$ cat src/rtl/pxo_pkg.sv
package pxo_pkg;
	localparam int unsigned REG_W = 16;
	localparam int unsigned PIX_W = 10;
	localparam int unsigned CNT_W = 18;
	localparam int unsigned ADR_W = 11;
	localparam int unsigned PIN_W = 4;

	// register offsets
	localparam logic [7:0] ADDR_ROW_CNT = 8'h03;
	localparam logic [7:0] ADDR_COL_CNT = 8'h04;
	localparam logic [7:0] ADDR_HBLANK = 8'h05;
	localparam logic [7:0] ADDR_VBLANK = 8'h06;
	localparam logic [7:0] ADDR_INTEG = 8'h09;
	localparam logic [7:0] ADDR_READ_MODE = 8'h20;

	// reset values
	localparam logic [15:0] RST_ROW_CNT = 16'h03ff;
	localparam logic [15:0] RST_COL_CNT = 16'h04ff;
	localparam logic [15:0] RST_HBLANK = 16'h0009;
	localparam logic [15:0] RST_VBLANK = 16'h0019;
	localparam logic [15:0] RST_INTEG = 16'h0419;
	localparam logic [15:0] RST_READ_MODE = 16'h0000;

	// field positions of the readout mode and integration registers
	localparam int unsigned SKIP_LSB = 0;
	localparam int unsigned SNAP_BIT = 8;
	localparam int unsigned RAW_BIT = 11;
	localparam int unsigned INTEG_MSB = 13;

	// timing counts in pixel clocks and rows
	localparam logic [15:0] HBLANK_MIN = 16'h0013;
	localparam logic [15:0] VBLANK_MIN = 16'h000f;
	localparam logic [17:0] P1_LEN = 18'h000f2;
	localparam logic [17:0] P2_BASE = 18'h00002;

	// array layout
	localparam logic [10:0] ARRAY_COLS = 11'h520;
	localparam logic [10:0] ARRAY_ROWS = 11'h418;
	localparam logic [10:0] BLACK_COL_FIRST = 11'h010;
	localparam logic [10:0] BLACK_ROW_FIRST = 11'h008;
	localparam logic [10:0] BLACK_LAST = 11'h007;
	localparam logic [10:0] WIN_MARGIN = 11'h004;

	// synchronised pin positions
	localparam int unsigned PIN_MCLK = 0;
	localparam int unsigned PIN_OE_N = 1;
	localparam int unsigned PIN_STBY = 2;
	localparam int unsigned PIN_TRIG = 3;

	typedef struct packed {
		logic [15:0] row_cnt;
		logic [15:0] col_cnt;
		logic [15:0] hblank;
		logic [15:0] vblank;
		logic [15:0] integ;
		logic [15:0] rmode;
	} pxo_cfg_t;

	typedef struct packed {
		logic [17:0] a_len;
		logic [17:0] p2_len;
		logic [17:0] row_len;
		logic [17:0] fv_rows;
		logic [17:0] frame_rows;
	} pxo_tim_t;

	typedef enum logic [2:0] {PH_IDLE, PH_P1, PH_ACT, PH_P2, PH_VB} pxo_phase_t;
endpackage : pxo_pkg

$ cat src/rtl/pxo_sync.sv
module pxo_sync #(
	parameter int unsigned W = 4
) (
	// clock and reset
	input wire logic core_clk_i,
	input wire logic rstn_i,
	// pins in and synchronised levels out
	input wire logic [W-1:0] pin_i,
	output logic [W-1:0] sync_o
);
	typedef struct packed {
		logic [W-1:0] meta;
		logic [W-1:0] stable;
	} pxo_sync_st_t;

	pxo_sync_st_t st_ff;
	pxo_sync_st_t nxt_st;

	always_comb begin
		nxt_st.meta = pin_i;
		nxt_st.stable = st_ff.meta;
	end

	always_ff @(posedge core_clk_i or negedge rstn_i) begin
		if (!rstn_i) begin
			st_ff <= '0;
		end else begin
			st_ff <= nxt_st;
		end
	end

	assign sync_o = st_ff.stable;
endmodule : pxo_sync

$ cat src/rtl/pxo_tim_calc.sv
module pxo_tim_calc (
	// clock and reset
	input wire logic core_clk_i,
	input wire logic rstn_i,
	// configuration in, derived lengths out
	input wire pxo_pkg::pxo_cfg_t cfg_i,
	output pxo_pkg::pxo_tim_t tim_o
);
	function automatic logic [15:0] umax(input logic [15:0] a, input logic [15:0] b);
		umax = (a < b) ? b : a;
	endfunction : umax

	function automatic logic [15:0] eff_cols(input logic [15:0] c, input logic [1:0] skip);
		unique case (skip)
			2'd0: eff_cols = c;
			2'd1: eff_cols = {c[15:2], 1'b1};
			2'd2: eff_cols = {1'b0, c[15:3], 1'b1};
			2'd3: eff_cols = {2'b00, c[15:4], 1'b1};
		endcase
	endfunction : eff_cols

	pxo_pkg::pxo_tim_t st_ff;
	pxo_pkg::pxo_tim_t nxt_st;

	always_comb begin
		logic [15:0] hb;
		logic [15:0] vb;
		logic [17:0] nrm;
		logic [17:0] integ;
		hb = umax(cfg_i.hblank, pxo_pkg::HBLANK_MIN);
		vb = umax(cfg_i.vblank, pxo_pkg::VBLANK_MIN);
		// column skip shrinks the effective column count
		nxt_st.a_len = {2'b00, eff_cols(cfg_i.col_cnt, cfg_i.rmode[pxo_pkg::SKIP_LSB +: 2])}
			+ 18'd1;
		nxt_st.p2_len = pxo_pkg::P2_BASE + {2'b00, hb} - {2'b00, pxo_pkg::HBLANK_MIN};
		nxt_st.row_len = nxt_st.a_len + pxo_pkg::P1_LEN + nxt_st.p2_len;
		nxt_st.fv_rows = {2'b00, cfg_i.row_cnt} + 18'd1;
		nrm = nxt_st.fv_rows + {2'b00, vb} + 18'd1;
		integ = {4'h0, cfg_i.integ[pxo_pkg::INTEG_MSB:0]};
		nxt_st.frame_rows = (integ >= nrm) ? integ + 18'd1 : nrm;
	end

	always_ff @(posedge core_clk_i or negedge rstn_i) begin
		if (!rstn_i) begin
			st_ff <= '0;
		end else begin
			st_ff <= nxt_st;
		end
	end

	assign tim_o = st_ff;

	// lengths are zero until the first edge after reset has loaded them
	p2_min_a: assert property (@(posedge core_clk_i) disable iff (!rstn_i)
		$past(rstn_i) |->
		st_ff.p2_len >= pxo_pkg::P2_BASE && st_ff.row_len >= st_ff.a_len + 18'd244)
		else $error("blanking shorter than its minimum");
endmodule : pxo_tim_calc

$ cat src/rtl/pxo_top.sv
module pxo_top (
	// clock and reset
	input wire logic core_clk_i,
	input wire logic rstn_i,
	// pins from outside the clock domain
	input wire logic master_clock_input_i,
	input wire logic out_en_n_i,
	input wire logic standby_i,
	input wire logic trigger_i,
	// pixel samples from the conversion path
	input wire logic [pxo_pkg::PIX_W-1:0] pix_sample_i,
	// register access, one whole word per strobe
	input wire logic reg_we_i,
	input wire logic [7:0] reg_addr_i,
	input wire logic [pxo_pkg::REG_W-1:0] reg_wdata_i,
	output logic [pxo_pkg::REG_W-1:0] reg_rdata_o,
	// pixel output pins
	output logic forwarded_pixel_clock_o,
	output logic [pxo_pkg::PIX_W-1:0] pix_data_o,
	output logic frame_active_o,
	output logic row_active_o,
	output logic strobe_o,
	output logic pins_oe_o,
	// array read address and analog control
	output logic [pxo_pkg::ADR_W-1:0] arr_col_o,
	output logic [pxo_pkg::ADR_W-1:0] arr_row_o,
	output logic bias_en_o
);
	typedef struct packed {
		pxo_pkg::pxo_cfg_t cfg;
		pxo_pkg::pxo_phase_t phase;
		logic [17:0] col;
		logic [17:0] row;
		logic mclk_prev;
		logic trig_prev;
		logic snap_req;
		logic forwarded_pixel_clock;
		logic [pxo_pkg::PIX_W-1:0] data;
		logic lv;
		logic fv;
		logic strobe;
		logic drive;
		logic bias;
		logic [pxo_pkg::ADR_W-1:0] arr_col;
		logic [pxo_pkg::ADR_W-1:0] arr_row;
		logic [pxo_pkg::REG_W-1:0] rdata;
	} pxo_top_st_t;

	pxo_top_st_t st_ff;
	pxo_top_st_t nxt_st;
	pxo_pkg::pxo_tim_t tim;
	logic [pxo_pkg::PIN_W-1:0] pins_s;
	logic mclk_s;
	logic oe_n_s;
	logic stby_s;
	logic trig_s;
	logic tick;
	logic can_start;
	logic trig_edge;

	pxo_sync #(
		.W(pxo_pkg::PIN_W)
	) u_sync (
		.core_clk_i(core_clk_i),
		.rstn_i(rstn_i),
		.pin_i({trigger_i, standby_i, out_en_n_i, master_clock_input_i}),
		.sync_o(pins_s)
	);

	pxo_tim_calc u_calc (
		.core_clk_i(core_clk_i),
		.rstn_i(rstn_i),
		.cfg_i(st_ff.cfg),
		.tim_o(tim)
	);

	assign mclk_s = pins_s[pxo_pkg::PIN_MCLK];
	assign oe_n_s = pins_s[pxo_pkg::PIN_OE_N];
	assign stby_s = pins_s[pxo_pkg::PIN_STBY];
	assign trig_s = pins_s[pxo_pkg::PIN_TRIG];
	// one pixel period per rising edge of the sampled master clock
	assign tick = mclk_s && !st_ff.mclk_prev;

	// free-running frames unless snapshot mode waits for the trigger
	// a trigger edge between pixel ticks is held in snap_req until a frame starts or standby clears it
	assign trig_edge = trig_s && !st_ff.trig_prev;
	assign can_start = !stby_s
		&& (!st_ff.cfg.rmode[pxo_pkg::SNAP_BIT] || st_ff.snap_req || trig_edge);

	function automatic logic [pxo_pkg::ADR_W-1:0] first_row(input logic raw);
		// raw mode starts at the top black rows, else inside the margin
		first_row = raw ? '0 : pxo_pkg::BLACK_ROW_FIRST + pxo_pkg::WIN_MARGIN;
	endfunction : first_row

	function automatic logic [pxo_pkg::REG_W-1:0] read_reg(input pxo_pkg::pxo_cfg_t c,
		input logic [7:0] a);
		unique case (a)
			pxo_pkg::ADDR_ROW_CNT: read_reg = c.row_cnt;
			pxo_pkg::ADDR_COL_CNT: read_reg = c.col_cnt;
			pxo_pkg::ADDR_HBLANK: read_reg = c.hblank;
			pxo_pkg::ADDR_VBLANK: read_reg = c.vblank;
			pxo_pkg::ADDR_INTEG: read_reg = c.integ;
			pxo_pkg::ADDR_READ_MODE: read_reg = c.rmode;
			default: read_reg = '0;
		endcase
	endfunction : read_reg

	always_comb begin
		nxt_st = st_ff;
		nxt_st.mclk_prev = mclk_s;
		nxt_st.trig_prev = trig_s;
		nxt_st.forwarded_pixel_clock = mclk_s;
		nxt_st.drive = !oe_n_s;
		nxt_st.bias = !stby_s;
		nxt_st.rdata = read_reg(st_ff.cfg, reg_addr_i);
		nxt_st.strobe = 1'b0;
		nxt_st.snap_req = st_ff.snap_req || trig_edge;

		// whole 16-bit words only
		if (reg_we_i) begin
			unique case (reg_addr_i)
				pxo_pkg::ADDR_ROW_CNT: nxt_st.cfg.row_cnt = reg_wdata_i;
				pxo_pkg::ADDR_COL_CNT: nxt_st.cfg.col_cnt = reg_wdata_i;
				pxo_pkg::ADDR_HBLANK: nxt_st.cfg.hblank = reg_wdata_i;
				pxo_pkg::ADDR_VBLANK: nxt_st.cfg.vblank = reg_wdata_i;
				pxo_pkg::ADDR_INTEG: nxt_st.cfg.integ = reg_wdata_i;
				pxo_pkg::ADDR_READ_MODE: nxt_st.cfg.rmode = reg_wdata_i;
				default: nxt_st.cfg = st_ff.cfg;
			endcase
		end

		// row skip is not part of the row or frame arithmetic, exposure stays put
		if (stby_s) begin
			nxt_st.phase = pxo_pkg::PH_IDLE;
			nxt_st.snap_req = 1'b0;
			nxt_st.lv = 1'b0;
			nxt_st.fv = 1'b0;
			nxt_st.col = '0;
			nxt_st.row = '0;
		end else if (tick) begin
			nxt_st.col = st_ff.col + 18'd1;
			unique case (st_ff.phase)
				pxo_pkg::PH_IDLE: begin
					if (can_start) begin
						nxt_st.phase = pxo_pkg::PH_P1;
						nxt_st.col = '0;
						nxt_st.row = '0;
						nxt_st.fv = 1'b1;
						nxt_st.snap_req = 1'b0;
						nxt_st.strobe = 1'b1;
						nxt_st.arr_row = first_row(st_ff.cfg.rmode[pxo_pkg::RAW_BIT]);
					end
				end
				pxo_pkg::PH_P1: begin
					if (st_ff.col == pxo_pkg::P1_LEN - 18'd1) begin
						nxt_st.phase = pxo_pkg::PH_ACT;
						nxt_st.col = '0;
						nxt_st.lv = 1'b1;
						nxt_st.data = pix_sample_i;
						nxt_st.arr_col = pxo_pkg::BLACK_COL_FIRST + pxo_pkg::WIN_MARGIN;
					end
				end
				pxo_pkg::PH_ACT: begin
					if (st_ff.col == tim.a_len - 18'd1) begin
						nxt_st.phase = pxo_pkg::PH_P2;
						nxt_st.col = '0;
						nxt_st.lv = 1'b0;
					end else begin
						nxt_st.data = pix_sample_i;
						nxt_st.arr_col = st_ff.arr_col + 11'd1;
					end
				end
				pxo_pkg::PH_P2: begin
					if (st_ff.col == tim.p2_len - 18'd1) begin
						nxt_st.col = '0;
						nxt_st.row = st_ff.row + 18'd1;
						nxt_st.arr_row = st_ff.arr_row + 11'd1;
						if (st_ff.row == tim.fv_rows - 18'd1) begin
							nxt_st.phase = pxo_pkg::PH_VB;
							nxt_st.fv = 1'b0;
						end else begin
							nxt_st.phase = pxo_pkg::PH_P1;
						end
					end
				end
				pxo_pkg::PH_VB: begin
					if (st_ff.col == tim.row_len - 18'd1) begin
						nxt_st.col = '0;
						nxt_st.row = st_ff.row + 18'd1;
						if (st_ff.row == tim.frame_rows - 18'd1) begin
							nxt_st.row = '0;
							nxt_st.phase = pxo_pkg::PH_IDLE;
							if (can_start) begin
								nxt_st.phase = pxo_pkg::PH_P1;
								nxt_st.fv = 1'b1;
								nxt_st.snap_req = 1'b0;
								nxt_st.strobe = 1'b1;
								nxt_st.arr_row = first_row(st_ff.cfg.rmode[pxo_pkg::RAW_BIT]);
							end
						end
					end
				end
				default: nxt_st.phase = pxo_pkg::PH_IDLE;
			endcase
		end else begin
			// strobe lasts a full pixel period
			nxt_st.strobe = st_ff.strobe;
		end
	end

	always_ff @(posedge core_clk_i or negedge rstn_i) begin
		if (!rstn_i) begin
			st_ff <= '0;
			st_ff.cfg.row_cnt <= pxo_pkg::RST_ROW_CNT;
			st_ff.cfg.col_cnt <= pxo_pkg::RST_COL_CNT;
			st_ff.cfg.hblank <= pxo_pkg::RST_HBLANK;
			st_ff.cfg.vblank <= pxo_pkg::RST_VBLANK;
			st_ff.cfg.integ <= pxo_pkg::RST_INTEG;
			st_ff.cfg.rmode <= pxo_pkg::RST_READ_MODE;
			st_ff.phase <= pxo_pkg::PH_IDLE;
		end else begin
			st_ff <= nxt_st;
		end
	end

	assign reg_rdata_o = st_ff.rdata;
	assign forwarded_pixel_clock_o = st_ff.forwarded_pixel_clock;
	assign pix_data_o = st_ff.data;
	assign frame_active_o = st_ff.fv;
	assign row_active_o = st_ff.lv;
	assign strobe_o = st_ff.strobe;
	assign pins_oe_o = st_ff.drive;
	assign arr_col_o = st_ff.arr_col;
	assign arr_row_o = st_ff.arr_row;
	assign bias_en_o = st_ff.bias;

	// checking helpers: pixels per row and rows per frame
	logic [17:0] lv_run_ff;
	logic [17:0] fv_rows_ff;

	always_ff @(posedge core_clk_i or negedge rstn_i) begin
		if (!rstn_i) begin
			lv_run_ff <= '0;
			fv_rows_ff <= '0;
		end else begin
			if (!st_ff.lv) begin
				lv_run_ff <= '0;
			end else if (tick) begin
				lv_run_ff <= lv_run_ff + 18'd1;
			end
			if (!st_ff.fv) begin
				fv_rows_ff <= '0;
			end else if (nxt_st.lv && !st_ff.lv) begin
				fv_rows_ff <= fv_rows_ff + 18'd1;
			end
		end
	end

	lv_in_fv_a: assert property (@(posedge core_clk_i) disable iff (!rstn_i)
		row_active_o |-> frame_active_o && st_ff.phase == pxo_pkg::PH_ACT)
		else $error("row active outside active data time");

	data_edge_a: assert property (@(posedge core_clk_i) disable iff (!rstn_i)
		$changed(pix_data_o) |-> $rose(forwarded_pixel_clock_o))
		else $error("pixel data changed away from a rising pixel clock");

	clk_follow_a: assert property (@(posedge core_clk_i) disable iff (!rstn_i)
		$rose(mclk_s) |=> forwarded_pixel_clock_o ##1 $stable(forwarded_pixel_clock_o)
			|| !mclk_s)
		else $error("forwarded clock missed a master clock edge");

	row_len_a: assert property (@(posedge core_clk_i) disable iff (!rstn_i)
		$fell(row_active_o) |-> $past(lv_run_ff) + 18'd1 == tim.a_len)
		else $error("active row length differs from column count plus one");

	pix_tick_a: assert property (@(posedge core_clk_i) disable iff (!rstn_i)
		row_active_o && tick |=> pix_data_o == $past(pix_sample_i) || !row_active_o)
		else $error("pixel not taken during active row");

	fv_rows_a: assert property (@(posedge core_clk_i) disable iff (!rstn_i)
		$fell(frame_active_o) && !$past(stby_s) |-> fv_rows_ff == tim.fv_rows)
		else $error("frame active row count wrong");

	strobe_a: assert property (@(posedge core_clk_i) disable iff (!rstn_i)
		$rose(strobe_o) |-> $rose(frame_active_o) && st_ff.phase == pxo_pkg::PH_P1)
		else $error("strobe not at frame start");

	standby_a: assert property (@(posedge core_clk_i) disable iff (!rstn_i)
		stby_s |=> !frame_active_o && !row_active_o && !bias_en_o)
		else $error("readout continued in standby");

	tristate_a: assert property (@(posedge core_clk_i) disable iff (!rstn_i)
		oe_n_s |=> !pins_oe_o)
		else $error("outputs driven while tristate requested");

	frame_c: cover property (@(posedge core_clk_i) disable iff (!rstn_i)
		$fell(frame_active_o));
	raw_c: cover property (@(posedge core_clk_i) disable iff (!rstn_i)
		$rose(frame_active_o) && st_ff.cfg.rmode[pxo_pkg::RAW_BIT]);
	snap_c: cover property (@(posedge core_clk_i) disable iff (!rstn_i)
		$rose(strobe_o) && st_ff.cfg.rmode[pxo_pkg::SNAP_BIT]);
	skip_c: cover property (@(posedge core_clk_i) disable iff (!rstn_i)
		$rose(row_active_o) && st_ff.cfg.rmode[pxo_pkg::SKIP_LSB +: 2] != 2'b00);
	float_c: cover property (@(posedge core_clk_i) disable iff (!rstn_i)
		$fell(pins_oe_o));

	arr_col_a: assert property (@(posedge core_clk_i) disable iff (!rstn_i)
		$rose(row_active_o) |-> arr_col_o == pxo_pkg::BLACK_COL_FIRST + pxo_pkg::WIN_MARGIN)
		else $error("row does not start at the first window column");

	first_row_a: assert property (@(posedge core_clk_i) disable iff (!rstn_i)
		$rose(frame_active_o) |-> arr_row_o == (st_ff.cfg.rmode[pxo_pkg::RAW_BIT] ? 11'h000
			: pxo_pkg::BLACK_ROW_FIRST + pxo_pkg::WIN_MARGIN))
		else $error("frame does not start at the expected array row");

	vb_quiet_a: assert property (@(posedge core_clk_i) disable iff (!rstn_i)
		st_ff.phase == pxo_pkg::PH_VB |-> !row_active_o && !frame_active_o)
		else $error("qualifier high during vertical blanking");

	snap_wait_a: assert property (@(posedge core_clk_i) disable iff (!rstn_i)
		st_ff.cfg.rmode[pxo_pkg::SNAP_BIT] && st_ff.phase == pxo_pkg::PH_IDLE
			&& !st_ff.snap_req && !trig_edge |=> !frame_active_o)
		else $error("snapshot frame started without a trigger");
endmodule : pxo_top

$ cat config.mk
export PLATFORM = sky130hd
export DESIGN_NAME = pxo_top
export DESIGN_NICKNAME = d
export VERILOG_FILES = /design/src/rtl/pxo_pkg.sv /design/src/rtl/pxo_sync.sv /design/src/rtl/pxo_tim_calc.sv /design/src/rtl/pxo_top.sv
export SDC_FILE = /design/constraint.sdc
export NUM_CORES = 1
export LEC_CHECK = 0
export BUFFER_PORTS_ARGS = -buffer_cell sky130_fd_sc_hd__buf_2
export CELL_PAD_IN_SITES_DETAIL_PLACEMENT = 1
export CELL_PAD_IN_SITES_GLOBAL_PLACEMENT = 1
export CORE_ASPECT_RATIO = 1.75
export CORE_UTILIZATION = 40
export CTS_CLUSTER_SIZE = 16
export DETAILED_ROUTE_END_ITERATION = 6
export HOLD_SLACK_MARGIN = 0.1
export PLACE_DENSITY = 0.77
export SYNTH_ARGS = -nofsm -noshare
export SYNTH_HDL_FRONTEND = slang
export SYNTH_SLANG_ARGS = --single-unit
$ cat constraint.sdc
create_clock -name core_clk_i -period 7.2 [get_ports core_clk_i]
set_clock_uncertainty 0.15 [all_clocks]
set_input_delay 1.44 -clock core_clk_i [delete_from_list [all_inputs] [get_ports core_clk_i]]
set_output_delay 1.44 -clock core_clk_i [all_outputs]
set_load 0.02 [all_outputs]
==> results of run 1 <==
-- Yosys cell counts, drive strengths merged (13+ instances only) --
library cell,instances,area share (%)
a211oi,18,0.73
a21o,22,0.86
a21oi,75,2.0
a22oi,35,1.4
a31oi,17,0.55
and2,17,0.55
and3,35,1.1
and4,13,0.59
buf,60,2.2
clkbuf,99,1.9
dfrtp,259,34
dfstp,28,3.8
ha,77,5.0
inv,91,1.8
mux2,114,6.7
mux2i,54,2.8
nand2,156,3.1
nand2b,30,0.97
nand3,74,1.9
nand4,30,1.0
nor2,100,1.9
nor2b,22,0.71
nor3,58,1.5
nor4,46,1.7
o2111ai,13,0.59
o211ai,15,0.58
o21ai,94,2.5
or3,26,0.84
or4,19,0.74
xnor2,120,5.4
xor2,73,3.3
-- through the flow --
| stage | util [%] | power (W) | std cells | area, µm² | setup WS [ns] |
|---|---|---|---|---|---|
| floorplan | - | 0.00311 | 2052 | 19300 | 2.23 |
| global placement | 41.6 | 0.00350 | 2594 | 19900 | 1.63 |
| detailed placement | 41.6 | 0.00359 | 2594 | 19900 | 1.30 |
| CTS | 43.6 | 0.00517 | 2648 | 20800 | 1.25 |
| global route | 43.6 | 0.00541 | 2648 | 20800 | 0.691 |
| finish | 43.6 | 0.00514 | 2648 | 20800 | 1.25 |
-- layout make-up --
class	instances	area, µm²
flip-flops and latches	287	7220
well taps	594	743
repair buffers	107	591
clock buffers	42	795
clock inverters	12	159
inverters	92	345
fillers	5489	26900
multi-input cells	1514	11000
-- per-layer routing --
metal | global-route usage, % | vias up | part of all wire [%]
met1 | 25.4 | 7986 | 36
met5 | 0 | - | 0
met4 | 17.5 | 0 | 7.4
li1 | - | 7327 | -
met3 | 2.34 | 195 | 3.2
met2 | 46.5 | 432 | 53
-- worst max-delay path by stage --
stage / cells after the start / slack, ns / endpoint
after floorplan: 21 / 2.23 / u_calc.tim_o[52]
after global placement: 21 / 1.63 / u_calc.tim_o[52]
after detailed placement: 23 / 1.30 / u_calc.tim_o[51]
after CTS: 23 / 1.25 / u_calc.tim_o[51]
after global routing: 23 / 0.69 / u_calc.tim_o[51]
final: 23 / 1.25 / u_calc.tim_o[51]
-- sequential cells by signal, summed over array words and instances, names as in the netlist, 4 cells and up --
signal / cells
arr_row_o: 11
u_sync.nxt_st: 4
pix_data_o: 10
u_sync.sync_o: 4
u_calc.tim_o: 88
st_ff: 137
arr_col_o: 11
reg_rdata_o: 16
-- worst max-delay path, cell delays in order (launching register included) --
cell and delay [ns]:
dfrtp_1 0.49, nor4_1 0.49, o2111ai_1 0.48, and2_1 0.34, ha_1 0.26, nor2_1 0.13, a21o_1 0.12, a21oi_1 0.08
o21ai_0 0.56, o21ai_0 0.18, o21ai_0 0.15, xor2_1 0.21, inv_1 0.06, ha_1 0.29, inv_1 0.06, ha_1 0.23
or3_1 0.13, o21ai_0 0.10, a211oi_1 0.32, nor2_1 0.09, a21oi_1 0.34, and2_1 0.22, o21ai_0 0.09, a221oi_1 0.30
-- cells by family (layout without fill, tap and decap cells) --
logic type / count (synthesis) / count (layout) / share of synthesized area [%]
and+or+nand+nor: 679 / 679 / 19.0
adders and majority gates: 79 / 79 / 5.20
buffers and inverters: 251 / 253 / 5.91
AOI/OAI and AO/OA: 387 / 387 / 13.4
xor gates and xnor gates: 194 / 194 / 8.88
DFF: 287 / 287 / 37.4
muxes: 175 / 175 / 10.3
-- power by group --
group          internal (W)  switching (W)
logic              0.000652       0.000881
clock network      0.000880       0.000677
registers           0.00179       0.000260
total               0.00332        0.00182
==> metrics.cfg, run 1 <==
[sta]
fin_crit_sh_pct = 82.6
fin_crit_ns = 5.95
timing.fmax_mhz = 168
slew_headroom_pct = 30.2
fin_tns_setup_ns = 0
finalMaxSlewViolations = 0
holdWs_ns = 0.202
finalHoldViolations = 0
rsz0062_at_grt = no
worstMarginPinSlew_ns = 1.05
finalSetupViolations = 0

[routing]
wl_per_cell_um = 22.7
drt-total-wl_mm = 60.0
vias_per_cell = 6.02
drc = 0
num_vias = 15900
dr.pass1.iters = 7
detail-route-antenna-nets = 0
drtIter0Drc = 827

[cts]
clkTransAtPathRegs_ns = 0.06
clock-sinks = 287
cts_root_buffer = clkbuf_16
clockBufferDepth = 3
hold_buffers = 0
clock_latency_ns = 0.59
cts-buffers-inserted = 29
htree_num_levels = 1
cts_tree = yes
post_cts_resized = 0
post-cts-setup-buffers = 0

[global_routing]
grtUsageTotal_pct = 24.7
grt_pass1_vias = 17400
grt_first_pass_wirelength_mm = 95.5
antenna_found_initial = 1
globalRoute.totalOverflow = 0
grt_max_degree = 176

[worst_hold_path]
whs_path_depth = 0
whs_endpoint = u_sync.sync_o[1]
hold_path.class = reg -> reg
min-delay-start = u_sync.nxt_st[1]

[synth]
synthCells = 2052
netlist_area_um2 = 19300
postSynthAreaPerCell_um2 = 9.40
synth.distinct_cells = 89
synthArstFlopShare_pct = 100
yosys_warnings = 0
synth-seq-cells = 287
synthFlopType = dfrtp_1
synth_edf_count = 0
seq_area_frac_synth_pct = 37.4
syn-num-nets = 2172

[critical_path]
rr_endpoint = u_calc.tim_o[51]
rr_worst_depth = 23
timing.rr.start = st_ff[150]
end_kind = register
r2r_setup_slack_ns = 1.25
required_ns = 7.51
worst_setup_path_start_kind = register
crit_path_start = st_ff[150]
crit_fanout = 10
criticalPathCategory = reg -> reg
critical_path_arrival_ns = 6.26

[place]
hpwlAfterDp_mm = 46.3
place_congestion = 0.942
placement.io_buffers = 94

[die]
initial_utilization_pct = 40.4
die_h_um = 293
core_area_um2 = 47700
ios = 95
die_w_um = 168
rows = 106
die_area_um2 = 49100

[power]
p_leak_nw = 9.37
peakVddDrop_uv = 174
pwr_density_cell_nw_per_um2 = 247

[final_layout]
layout_common_cells = dfrtp_1, nand2_1, xnor2_1
drive_gt1_share_pct = 16.3
area_growth_pct = 7.87
layout_commonest_cell = dfrtp_1
antenna_cells = 0
nets = 2151

[run]
maxCapViolations = 0

[outcome]
outcome = finished clean

Note: power is estimated with default switching activity, not from simulation.
==> inputs of run 2 (changes only) <==
- clock period: 7.2 -> 5.5 ns (I/O delays scaled with it)
==> run 2 against run 1 <==
Effect of this change: combinational power rose by 35%; sequential power rose by 31%; final cell count rose by 0.49%.
==> metrics.cfg, run 2 (synthesis results as in run 1) <==
[routing]
drc = 0
wl_met1_mm = 22.1
top_layer = met4
detail-route-antenna-nets = 0
dr.pass1.iters = 5
num_vias = 16100
drtIter0Drc = 815
drt-total-wl_mm = 60.6
wl_met2_mm = 31.5
vias_per_cell = 6.05
met3_length_mm = 1.92
wl_per_cell_um = 22.8

[die]
initial_utilization_pct = 40.4
die_w_um = 168
ios = 95
die_area_um2 = 49100
core_area_um2 = 47700
rows = 106
die_h_um = 293

[cts]
clockBufferDepth = 3
cts_root_buffer = clkbuf_16
clock-sinks = 287
cts-buffers-inserted = 28
clock_latency_ns = 0.59
htree_num_levels = 1
cts_tree = yes
hold_buffers = 0
clkTransAtPathRegs_ns = 0.07

[run]
maxCapViolations = 0

[outcome]
outcome = finished clean

[sta]
worstMarginPinSlew_ns = 1.17
finalSetupViolations = 0
finalMaxSlewViolations = 0
timing.fmax_mhz = 190
setup_slack_ns = 0.228
fin_crit_sh_pct = 95.9
finalHoldViolations = 0
fin_crit_ns = 5.27
slew_headroom_pct = 21.8

[worst_hold_path]
whs_path_depth = 0
whs_endpoint = u_sync.sync_o[1]
min-delay-start = u_sync.nxt_st[1]
hold_path.class = reg -> reg

[critical_path]
cp_slowest_stage_delay_ns = 0.60
end_kind = register
criticalPathCategory = reg -> reg
required_ns = 5.85
crit_slowest_cell = dfstp_2
rr_worst_depth = 19
r2r_setup_slack_ns = 0.23
critical_path_arrival_ns = 5.62
rr_endpoint = u_calc.tim_o[5]
crit_family = compound AO/OA/AOI/OAI gates
crit_fanout = 8
worst_setup_path_start_kind = register
worst-path-buf-inv = 1
path_cells = and3_1 > and3_1 > and2_1 > nand2_1 > xnor2_1 > ha_1 > and4_1 > a21oi_1 > nand3_1 > o311a_1 > o21ai_0 > a21oi_1 > a2111oi_2 > ha_1 > nor3_1 > a221o_1 > nor4_4 > buf_4 > mux2i_1
timing.rr.start = st_ff[178]

[global_routing]
grt_pass1_vias = 17400
antenna_found_initial = 0
grtUsageTotal_pct = 24.6
globalRoute.totalOverflow = 0
grt_first_pass_wirelength_mm = 95.1
grt_max_degree = 118

[final_layout]
layout_commonest_cell = dfrtp_1
largest_register_ffs = 137
area_growth_pct = 9.23
regMostFlops = st_ff
layout_common_cells = dfrtp_1, nand2_1, xnor2_1
nets = 2164
drive_gt1_share_pct = 17.6

[power]
peakVddDrop_uv = 243
p_leak_nw = 9.49
power.total_w = 0.00685
pwr_density_cell_nw_per_um2 = 325

[place]
dpl_worst_slack_ns = -0.00501
place_congestion = 0.900
placement.io_buffers = 94
hpwlAfterDp_mm = 46.1

run 2: where the power goes:
part / internal (W) / switching [W]
clock network: 0.00122 / 0.000896
logic: 0.000880 / 0.00118
registers: 0.00234 / 0.000340
total: 0.00444 / 0.00241
run 2: worst max-delay path by stage:
stage | endpoint | cells after the start | slack (ns) | start
after detailed placement | u_calc.tim_o[51] | 23 | -0.005 | st_ff[151]
final | u_calc.tim_o[5] | 19 | 0.23 | st_ff[178]
after global routing | u_calc.tim_o[5] | 19 | -0.003 | st_ff[178]
after CTS | u_calc.tim_o[5] | 19 | 0.04 | st_ff[178]
after floorplan | u_calc.tim_o[52] | 21 | 0.53 | st_ff[150]
after global placement | u_calc.tim_o[52] | 21 | 0.16 | st_ff[157]
run 2: metal layers:
metal,vias to the layer above,GRT usage (%)
li1,7367,-
met1,8063,24.7
met2,449,45.6
met3,221,2.70
met4,0,19.6
met5,-,0
run 2: worst reg2reg max path, delay by kind of cell, from the launching register on:
family / cells / cell delay, ns
flip-flops: 1 / 0.60
XOR/XNOR: 1 / 0.26
AND/OR/NAND/NOR: 8 / 1.35
multiplexers: 1 / 0.24
AO/OA/AOI/OAI: 6 / 1.71
adder cells (fa/ha/maj): 2 / 0.61
buffers and inverters: 1 / 0.26
run 2: cell type report:
type | instances | area (µm²)
clock buffers | 37 | 796
fillers | 5459 | 26700
diodes | 1 | 2.50
well taps | 594 | 743
clock inverters | 15 | 223
flip-flops and latches | 287 | 7220
inverters | 92 | 345
multi-input cells | 1514 | 11000
repair buffers | 121 | 708
run 2: through the flow:
stage	util, %	std cells	cell area, µm²	TNS (ns)	hold slack (ns)
2_1_floorplan	-	2052	19300	0	0.181
3_3_place_gp	41.8	2606	20000	0	0.185
3_5_place_dp	41.8	2606	20000	-0.00501	0.192
4_1_cts	43.9	2658	21000	0	0.208
5_1_grt	44.1	2660	21100	-0.00780	0.211
6_report	44.1	2661	21100	0	0.202
run 2: what timing repair did:
action | in CTS | in global routing
resized for setup | 1 | 16
buffers inserted | 0 | 2
setup endpoints to repair | 2 | 19
pin swaps | 0 | 1
